$ cat src/pcc_consts.svh
// Purpose: Command codes, field positions and timing counts for the channel power commands
// Assumes: 25 MHz device clock
// Notes:   Definitions only
`ifndef PCC_CONSTS_SVH
`define PCC_CONSTS_SVH

`define PCC_CMD_DCEN      8'h14
`define PCC_CMD_RESTART   8'h18
`define PCC_CMD_PWR       8'h19
`define PCC_READ_ZERO     8'h00
`define PCC_POLICE_PRESET 8'hFF

// Upper nibble: classification / power-off, lower nibble: detection / power-on
`define PCC_HI_MSB        7
`define PCC_HI_LSB        4
`define PCC_LO_MSB        3
`define PCC_LO_LSB        0

`define PCC_CLK_KHZ       25000
`define PCC_CLR_TIME_US   5000
// Longest time: rounds down
`define PCC_CLR_CYC       ((`PCC_CLR_TIME_US * `PCC_CLK_KHZ) / 1000)

`endif

$ cat src/pcc_pkg.sv
// Purpose: Shared types of the channel power command block
// Assumes: Nothing
// Notes:   Mode codes as seen on the op_mode input
package pcc_pkg;

   typedef enum logic [1:0]
   {
      PCC_MODE_OFF    = 2'h0,
      PCC_MODE_MANUAL = 2'h1,
      PCC_MODE_SEMI   = 2'h2,
      PCC_MODE_AUTO   = 2'h3
   } pcc_mode_t;

   typedef enum logic [2:0]
   {
      PCC_ST_IDLE  = 3'b001,
      PCC_ST_ARMED = 3'b010,
      PCC_ST_ON    = 3'b100
   } pcc_state_t;

endpackage : pcc_pkg

$ cat src/pcc_ch_if.sv
// Purpose: Carries per-channel commands and engine status to the channel bank
// Assumes: One bit per channel in every vector except the shared mode
// Notes:   ctl is the register side, bank the sequencer side
`timescale 1ns/100ps
`default_nettype none

interface pcc_ch_if #(parameter int N = 4);
   pcc_pkg::pcc_mode_t mode;
   logic [N-1:0]       on_req;
   logic [N-1:0]       off_req;
   logic [N-1:0]       cool;
   logic [N-1:0]       disc;
   logic [N-1:0]       cls_busy;
   logic [N-1:0]       cls_done;
   logic [N-1:0]       cls_valid;
   logic [N-1:0]       alloc_ok;
   logic [N-1:0]       det_en;
   logic [N-1:0]       cls_en;
   logic [N-1:0]       pwr;
   logic [N-1:0]       cyc_req;

   modport ctl  (output mode, on_req, off_req, cool, disc, cls_busy, cls_done, cls_valid,
                 alloc_ok, det_en, cls_en, input pwr, cyc_req);
   modport bank (input mode, on_req, off_req, cool, disc, cls_busy, cls_done, cls_valid,
                 alloc_ok, det_en, cls_en, output pwr, cyc_req);
endinterface : pcc_ch_if

`default_nettype wire

$ cat src/pcc_chan_bank.sv
// Purpose: Per-channel turn-on sequencer for each operating mode
// Assumes: Engine pulses cls_done once per finished classification
// Notes:   One sequencer per channel, built by a generate loop
`timescale 1ns/100ps
`default_nettype none

module pcc_chan_bank
   import pcc_pkg::*;
#(
   parameter int N = 4
)
(
   input  wire logic clk,
   input  wire logic resetn,
   pcc_ch_if.bank    bus
);

   for (genvar i = 0; i < N; i++)
   begin : g_ch
      pcc_state_t state_ff;
      pcc_state_t nxt_state;
      logic       skip_ff;
      logic       nxt_skip;
      logic       cyc;
      wire        both    = bus.det_en[i] & bus.cls_en[i];
      wire        on_ok   = bus.on_req[i] & ~bus.off_req[i] & ~bus.cool[i]
                            & (bus.mode != PCC_MODE_OFF);
      wire        done_ok = bus.cls_done[i] & bus.cls_valid[i] & bus.alloc_ok[i]
                            & ~bus.cool[i];

      always_comb
      begin
         nxt_state = state_ff;
         nxt_skip  = skip_ff;
         cyc       = 1'b0;
         if (bus.off_req[i] || bus.disc[i] || bus.cool[i])
         begin
            // Off, disconnect and cool-down outrank any turn-on
            nxt_state = PCC_ST_IDLE;
            nxt_skip  = 1'b0;
         end
         else if (on_ok && bus.mode == PCC_MODE_MANUAL)
            nxt_state = PCC_ST_ON;
         else
         begin
            case (state_ff)
               PCC_ST_IDLE:
               begin
                  if (on_ok && state_ff == PCC_ST_IDLE)
                  begin
                     nxt_state = PCC_ST_ARMED;
                     if (both && bus.mode == PCC_MODE_SEMI)
                        // A class already running is too late for this request
                        nxt_skip = bus.cls_busy[i];
                     else
                        cyc = 1'b1;
                  end
                  else if (bus.mode == PCC_MODE_AUTO && both && done_ok)
                     nxt_state = PCC_ST_ON;
               end
               PCC_ST_ARMED:
               begin
                  if (bus.cls_done[i] && skip_ff)
                     nxt_skip = 1'b0;
                  else if (bus.cls_done[i])
                     // Single attempt: failure drops back with no retry
                     nxt_state = done_ok ? PCC_ST_ON : PCC_ST_IDLE;
               end
               PCC_ST_ON:
                  nxt_state = PCC_ST_ON;
               default:
                  nxt_state = PCC_ST_IDLE;
            endcase
         end
      end

      always_ff @(posedge clk or negedge resetn)
      begin
         if (!resetn)
         begin
            state_ff <= PCC_ST_IDLE;
            skip_ff  <= 1'b0;
         end
         else
         begin
            state_ff <= nxt_state;
            skip_ff  <= nxt_skip;
         end
      end

      assign bus.pwr[i]     = (state_ff == PCC_ST_ON);
      assign bus.cyc_req[i] = cyc;
   end

endmodule : pcc_chan_bank

`default_nettype wire

$ cat src/pcc_off_clear.sv
// Purpose: Field-clear strobes and busy window after a power-off
// Assumes: Downstream field owners act on the one-cycle strobe
// Notes:   Busy window restarts on every new power-off
`timescale 1ns/100ps
`default_nettype none

`include "pcc_consts.svh"

module pcc_off_clear
#(
   parameter int N       = 4,
   parameter int CLR_CYC = `PCC_CLR_CYC
)
(
   input  wire logic         clk,
   input  wire logic         resetn,
   input  wire logic [N-1:0] off_req,
   output logic      [N-1:0] chan_clear,
   output logic              clear_busy
);

   localparam int CW = $clog2(CLR_CYC + 1);

   logic [N-1:0]  clr_ff;
   logic [CW-1:0] cnt_ff;
   wire  [CW-1:0] nxt_cnt = (|off_req)      ? CW'(CLR_CYC) :
                            (cnt_ff != '0)  ? cnt_ff - CW'(1) : cnt_ff;

   always_ff @(posedge clk or negedge resetn)
   begin
      if (!resetn)
      begin
         clr_ff <= '0;
         cnt_ff <= '0;
      end
      else
      begin
         clr_ff <= off_req;
         cnt_ff <= nxt_cnt;
      end
   end

   assign chan_clear = clr_ff;
   assign clear_busy = (cnt_ff != '0);

endmodule : pcc_off_clear

`default_nettype wire

$ cat src/pcc_top.sv
// Purpose: Restart and power-enable push-button commands for a four-channel group
// Assumes: Command port already decoded from the management bus, one data byte per access
// Notes:   Engines, allocation and field registers live outside; they act on strobes
`timescale 1ns/100ps
`default_nettype none

`include "pcc_consts.svh"

module pcc_top
   import pcc_pkg::*;
#(
   parameter int N       = 4,
   parameter int CLR_CYC = `PCC_CLR_CYC
)
(
   input  wire logic         clk,
   input  wire logic         resetn,
   input  wire logic         reg_wr,
   input  wire logic         reg_rd,
   input  wire logic [7:0]   reg_cmd,
   input  wire logic [7:0]   reg_wdata,
   output logic      [7:0]   reg_rdata,
   output logic              reg_rd_hit,
   input  wire pcc_mode_t    op_mode,
   input  wire logic [N-1:0] cool_act,
   input  wire logic [N-1:0] disc_evt,
   input  wire logic [N-1:0] cls_busy,
   input  wire logic [N-1:0] cls_done,
   input  wire logic [N-1:0] cls_valid,
   input  wire logic [N-1:0] alloc_ok,
   output logic      [N-1:0] det_start,
   output logic      [N-1:0] cls_start,
   output logic      [N-1:0] det_en,
   output logic      [N-1:0] cls_en,
   output logic      [N-1:0] chan_pwr,
   output logic      [N-1:0] chan_clear,
   output logic      [7:0]   police_preset,
   output logic              clear_busy
);

   ////////////////////////////////////////////////////////////////////////////////////////////
   // Command decode

   pcc_ch_if #(.N(N)) bus ();

   wire wr_dcen    = reg_wr && (reg_cmd == `PCC_CMD_DCEN);
   wire wr_restart = reg_wr && (reg_cmd == `PCC_CMD_RESTART);
   // Off mode swallows the whole byte, power-off bits included
   wire wr_pwr     = reg_wr && (reg_cmd == `PCC_CMD_PWR) && (op_mode != PCC_MODE_OFF);
   wire rd_dcen    = reg_rd && (reg_cmd == `PCC_CMD_DCEN);
   wire rd_pushbtn = reg_rd && ((reg_cmd == `PCC_CMD_RESTART) || (reg_cmd == `PCC_CMD_PWR));

   wire [N-1:0] hi_bits  = reg_wdata[`PCC_HI_MSB:`PCC_HI_LSB];
   wire [N-1:0] lo_bits  = reg_wdata[`PCC_LO_MSB:`PCC_LO_LSB];
   wire [N-1:0] rst_cls  = wr_restart ? hi_bits : '0;
   wire [N-1:0] rst_det  = wr_restart ? lo_bits : '0;
   wire [N-1:0] off_bits = wr_pwr ? hi_bits : '0;
   wire [N-1:0] on_bits  = wr_pwr ? lo_bits : '0;
   wire         semi     = (op_mode == PCC_MODE_SEMI);

   ////////////////////////////////////////////////////////////////////////////////////////////
   // Restart pending and detection/classification enables

   logic [N-1:0] pdet_ff;
   logic [N-1:0] pcls_ff;
   logic [N-1:0] det_en_ff;
   logic [N-1:0] cls_en_ff;
   logic [N-1:0] det_start_ff;
   logic [N-1:0] cls_start_ff;

   // Held while cooling so the request is not lost; a power-off drops it
   wire [N-1:0] nxt_pdet = ((pdet_ff & cool_act) | rst_det) & ~off_bits;
   wire [N-1:0] nxt_pcls = ((pcls_ff & cool_act) | rst_cls) & ~off_bits;

   // Semiauto restart also latches the enable, saving software a read-modify-write
   wire [N-1:0] en_det_w = wr_dcen ? lo_bits : det_en_ff;
   wire [N-1:0] en_cls_w = wr_dcen ? hi_bits : cls_en_ff;
   wire [N-1:0] nxt_det_en = (en_det_w | (semi ? rst_det : '0)) & ~off_bits;
   wire [N-1:0] nxt_cls_en = (en_cls_w | (semi ? rst_cls : '0)) & ~off_bits;

   wire [N-1:0] nxt_det_start = (pdet_ff & ~cool_act) | bus.cyc_req;
   wire [N-1:0] nxt_cls_start = (pcls_ff & ~cool_act) | bus.cyc_req;

   always_ff @(posedge clk or negedge resetn)
   begin
      if (!resetn)
      begin
         pdet_ff      <= '0;
         pcls_ff      <= '0;
         det_en_ff    <= '0;
         cls_en_ff    <= '0;
         det_start_ff <= '0;
         cls_start_ff <= '0;
      end
      else
      begin
         pdet_ff      <= nxt_pdet;
         pcls_ff      <= nxt_pcls;
         det_en_ff    <= nxt_det_en;
         cls_en_ff    <= nxt_cls_en;
         det_start_ff <= nxt_det_start;
         cls_start_ff <= nxt_cls_start;
      end
   end

   ////////////////////////////////////////////////////////////////////////////////////////////
   // Read path

   logic [7:0] rdata_ff;
   logic       rd_hit_ff;

   // Push-button registers hold nothing readable
   wire [7:0] nxt_rdata  = rd_dcen ? {cls_en_ff, det_en_ff} : `PCC_READ_ZERO;
   wire       nxt_rd_hit = rd_dcen || rd_pushbtn;

   always_ff @(posedge clk or negedge resetn)
   begin
      if (!resetn)
      begin
         rdata_ff  <= `PCC_READ_ZERO;
         rd_hit_ff <= 1'b0;
      end
      else
      begin
         rdata_ff  <= reg_rd ? nxt_rdata : rdata_ff;
         rd_hit_ff <= nxt_rd_hit;
      end
   end

   ////////////////////////////////////////////////////////////////////////////////////////////
   // Channel sequencers and power-off clearing

   assign bus.mode      = op_mode;
   assign bus.on_req    = on_bits;
   assign bus.off_req   = off_bits;
   assign bus.cool      = cool_act;
   assign bus.disc      = disc_evt;
   assign bus.cls_busy  = cls_busy;
   assign bus.cls_done  = cls_done;
   assign bus.cls_valid = cls_valid;
   assign bus.alloc_ok  = alloc_ok;
   assign bus.det_en    = det_en_ff;
   assign bus.cls_en    = cls_en_ff;

   pcc_chan_bank #(.N(N)) u_bank
   (
      .clk    (clk),
      .resetn (resetn),
      .bus    (bus)
   );

   // Each power-off bit drives its own channel's field-clear strobe; the policing preset is a constant 8'hFF
   pcc_off_clear #(.N(N), .CLR_CYC(CLR_CYC)) u_clear
   (
      .clk        (clk),
      .resetn     (resetn),
      .off_req    (off_bits),
      .chan_clear (chan_clear),
      .clear_busy (clear_busy)
   );

   assign police_preset = `PCC_POLICE_PRESET;
   assign reg_rdata     = rdata_ff;
   assign reg_rd_hit    = rd_hit_ff;
   assign det_start     = det_start_ff;
   assign cls_start     = cls_start_ff;
   assign det_en        = det_en_ff;
   assign cls_en        = cls_en_ff;
   assign chan_pwr      = bus.pwr;
endmodule : pcc_top

`default_nettype wire

$ cat config.mk
export PLATFORM = sky130hd
export DESIGN_NAME = pcc_top
export DESIGN_NICKNAME = d
export VERILOG_FILES = /design/src/pcc_pkg.sv /design/src/pcc_ch_if.sv /design/src/pcc_chan_bank.sv /design/src/pcc_off_clear.sv /design/src/pcc_top.sv
export VERILOG_INCLUDE_DIRS = /design/src
export SDC_FILE = /design/constraint.sdc
export NUM_CORES = 1
export LEC_CHECK = 0
export ABC_AREA = 1
export BUFFER_PORTS_ARGS = -buffer_cell sky130_fd_sc_hd__buf_4
export CAP_MARGIN = 40
export CORE_MARGIN = 5
export CORE_UTILIZATION = 56
export DETAILED_ROUTE_END_ITERATION = 8
export HOLD_SLACK_MARGIN = 0.12
export PLACE_DENSITY_LB_ADDON = 0.2
export SYNTH_ARGS = -nofsm -noshare
export SYNTH_HDL_FRONTEND = slang
export SYNTH_HIERARCHICAL = 1
export SYNTH_SLANG_ARGS = --single-unit
export TNS_END_PERCENT = 5
$ cat constraint.sdc
create_clock -name clk -period 2.2 [get_ports clk]
set_clock_uncertainty 0.1 [all_clocks]
set_input_delay 0.11 -clock clk [delete_from_list [all_inputs] [get_ports clk]]
set_output_delay 0.11 -clock clk [all_outputs]
set_load 0.05 [all_outputs]
==> flow_metrics.env <==
export IMPL_clockBufferDepth=2
export IMPL_rows=32
export IMPL_ys_seq_area_share_pct=39.3
export IMPL_slew_headroom_pct=61.5
export IMPL_power_share_combinational_pct=22.9
export IMPL_ir_drop_mv=0.396
export IMPL_setup_violations=0
export IMPL_max_cap_violations=0
export IMPL_via_per_inst=5.34
export IMPL_worstMarginPinSlew_ps=575
export IMPL_max_freq_mhz=476
export IMPL_final_common_cell="nand2_1"
export IMPL_antenna_cells=0
export IMPL_power_frac_seq_pct=43.2
export IMPL_hold_slack_ps=127
export IMPL_clock_sinks=70
export IMPL_cts_root_buffer="clkbuf_8"
export IMPL_status="completed"
export IMPL_area_growth_pct=31.1
export IMPL_grt_pass1_wl_mm=20.6
export IMPL_syn_area_sq_um=4470
export IMPL_vias=4664
export IMPL_gp_congestion=0.914
export IMPL_cts_buffers=9
export IMPL_hold_class="in2async"
export IMPL_pwr_share_clk_pct=33.8
export IMPL_antenna_found_initial=0
export IMPL_clk_pin_slew_ps=80
export IMPL_grt_max_degree=41
export IMPL_yosys_warnings=6
export IMPL_cts_tree="built"
export IMPL_place_area_sq_um=5110
export IMPL_post_drt_wl_per_cell_microns=14.0
export IMPL_critical_path_arrival_ps=2280
export IMPL_setup_tns_ps=0
export IMPL_cp_max_fo=8
export IMPL_p_leak_nw=3.07
export IMPL_dp_slack_ps=101
export IMPL_cp_data_required_time_ps=2380
export IMPL_global_route_usage_total_pct=25.6
export IMPL_portBuffers=79
export IMPL_drtIter0Drc=293
export IMPL_crit_path_start_kind="input port"
export IMPL_grt_pass1_vias=4470
export IMPL_critPathKind="in2reg"
export IMPL_end_kind="flip-flop"
export IMPL_synth_avg_cell_area_sq_um=7.06
export IMPL_p_int_mw=2.38
export IMPL_routed_wl_mm=12.2
export IMPL_fin_ws_ps=98.7
export IMPL_postSynthCellCount=633
export IMPL_start_util_pct=57.6
export IMPL_hpwlAfterDp_mm=8.58
export IMPL_layout_common_cells="nand2_1, inv_1, buf_4"
export IMPL_p_switching_mw=1.15
export IMPL_clk_latency_ps=350
export IMPL_dieArea_sq_um=9870
export IMPL_drc=0
export IMPL_nets=813
export IMPL_synth_seq_cells=70
export IMPL_post_route_util_pct=75.4
export IMPL_drtPass1Iterations=6
export IMPL_synth_distinct_cells=37
export IMPL_die_height_microns=99.4
export IMPL_switching_share_pct=32.5
export IMPL_finalCritPeriodShare_pct=95.5
export IMPL_drive_gt1_share_pct=19.6
export IMPL_finalHoldViolations=0
export IMPL_htree_levels=3
export IMPL_fin_area_sq_um=5860
export IMPL_num_io_pins=88
export IMPL_maxSlewViolCount=0
export IMPL_r2r_worst_path_cells=7
export IMPL_postCtsSetupBuffers=0
export IMPL_p_per_area_nw_per_um2=602
export IMPL_ant_nets=0
export IMPL_core_sq_um=7770
export IMPL_die_w_microns=99.4
export IMPL_overflow=0
export IMPL_fin_crit_ps=2100
-- stage by stage --
stage | instances | total power [mW]
global route | 873 | 3.73
CTS | 873 | 3.53
detailed placement | 806 | 2.30
global placement | 805 | 2.26
finish | 873 | 3.53
floorplan | 640 | 2.05
-- area by class of cell --
cell class	instances	area, sq um
well taps	102	128
fillers	597	1910
repair buffers	134	1150
clock inverters	5	83.8
multi-input cells	445	2200
inverters	106	398
flip-flops and latches	70	1760
clock buffers	11	141
-- synthesized netlist by cell type (all sizes together) --
| master | n | share of area, % |
|---|---|---|
| dfrtp | 66 | 37 |
| nand3 | 67 | 9.5 |
| o21ai | 27 | 3.0 |
| xor2 | 1 | 0.20 |
| buf | 18 | 3.2 |
| nor2 | 96 | 11 |
| nand2 | 172 | 15 |
| clkbuf | 1 | 0.084 |
| o211ai | 1 | 0.17 |
| and2 | 1 | 0.14 |
| inv | 103 | 8.6 |
| a21oi | 28 | 3.1 |
| nand3b | 2 | 0.42 |
| nand4 | 28 | 3.9 |
| nor3 | 5 | 0.67 |
| a21boi | 1 | 0.17 |
| a31oi | 3 | 0.42 |
| dfstp | 4 | 2.4 |
| and3 | 1 | 0.14 |
| o21a | 1 | 0.17 |
| ha | 1 | 0.28 |
| or2 | 2 | 0.28 |
| clkinv | 3 | 0.25 |
| conb | 1 | 0.084 |
-- repair_timing --
item                                   in CTS  in global routing
setup endpoints to repair                   0                  3
resized for setup                           0                  4
hold buffers                               51                  0
endpoints found under the hold margin     119                  0
-- worst max-delay path, cell delays in order --
cell and delay [ps]:
dlygate4sd3_1 550, buf_4 150, inv_1 110, nor2_4 80, nor2_2 210, nand3_4 130, nor2_4 160, nor2_2 70
nand3_1 70, nand3_1 70, dlygate4sd3_1 570
-- power by group through the flow --
| stage | Sequential, mW | Clock [mW] | Combinational, mW |
|---|---|---|---|
| after floorplan | 1.56 | 0 | 0.495 |
| after global placement | 1.54 | 0 | 0.723 |
| after detailed placement | 1.55 | 0 | 0.750 |
| after CTS | 1.52 | 1.20 | 0.800 |
| after global routing | 1.54 | 1.28 | 0.907 |
| final | 1.53 | 1.19 | 0.809 |
-- sequential cells by signal, summed over array words and instances (netlist names) --
| name | count |
|---|---|
| cls_en | 4 |
| cls_start | 4 |
| det_en | 4 |
| det_start | 4 |
| pcls_ff | 4 |
| pdet_ff | 4 |
| reg_rd_hit | 1 |
| reg_rdata | 8 |
| u_bank/g_ch.skip_ff | 4 |
| u_bank/g_ch.state_ff | 12 |
| u_clear/chan_clear | 4 |
| u_clear/cnt_ff | 17 |
-- kinds of logic (layout without fill, tap and decap cells) --
kind of cell / Yosys count / after routing / share of synthesized area [%]
AND/OR/NAND/NOR: 374 / 374 / 40.9
adder cells (fa/ha/maj): 1 / 1 / 0.280
flip-flops: 70 / 70 / 39.3
AO/OA/AOI/OAI: 61 / 61 / 7.08
XOR/XNOR: 1 / 1 / 0.196
other: 1 / 8 / 0.0839
buffers and inverters: 125 / 256 / 12.2
-- layer usage --
layer | vias to the layer above | global-route usage [%] | part of all wire, %
met2 | 194 | 42.7 | 50
met4 | 0 | 8.93 | 1.9
met1 | 2188 | 33.6 | 42
li1 | 2261 | - | -
met3 | 21 | 4.21 | 6.0
met5 | - | 0 | 0
-- worst paths after layout --
kind	from	endpoint	slack, ps
setup / recovery	reg_wdata[7]	u_bank/g_ch[3].state_ff[0]	100
hold / removal	resetn	u_clear/cnt_ff[6]	130
setup reg to reg	u_bank/g_ch[0].state_ff[0]	cls_start[0]	170
hold reg to reg	u_clear/cnt_ff[0]	u_clear/cnt_ff[0]	380
max in group asynchronous	resetn	u_clear/cnt_ff[12]	1040
min in group clk	cls_valid[2]	u_bank/g_ch[2].state_ff[0]	130
(Power assumes the default switching activity.)
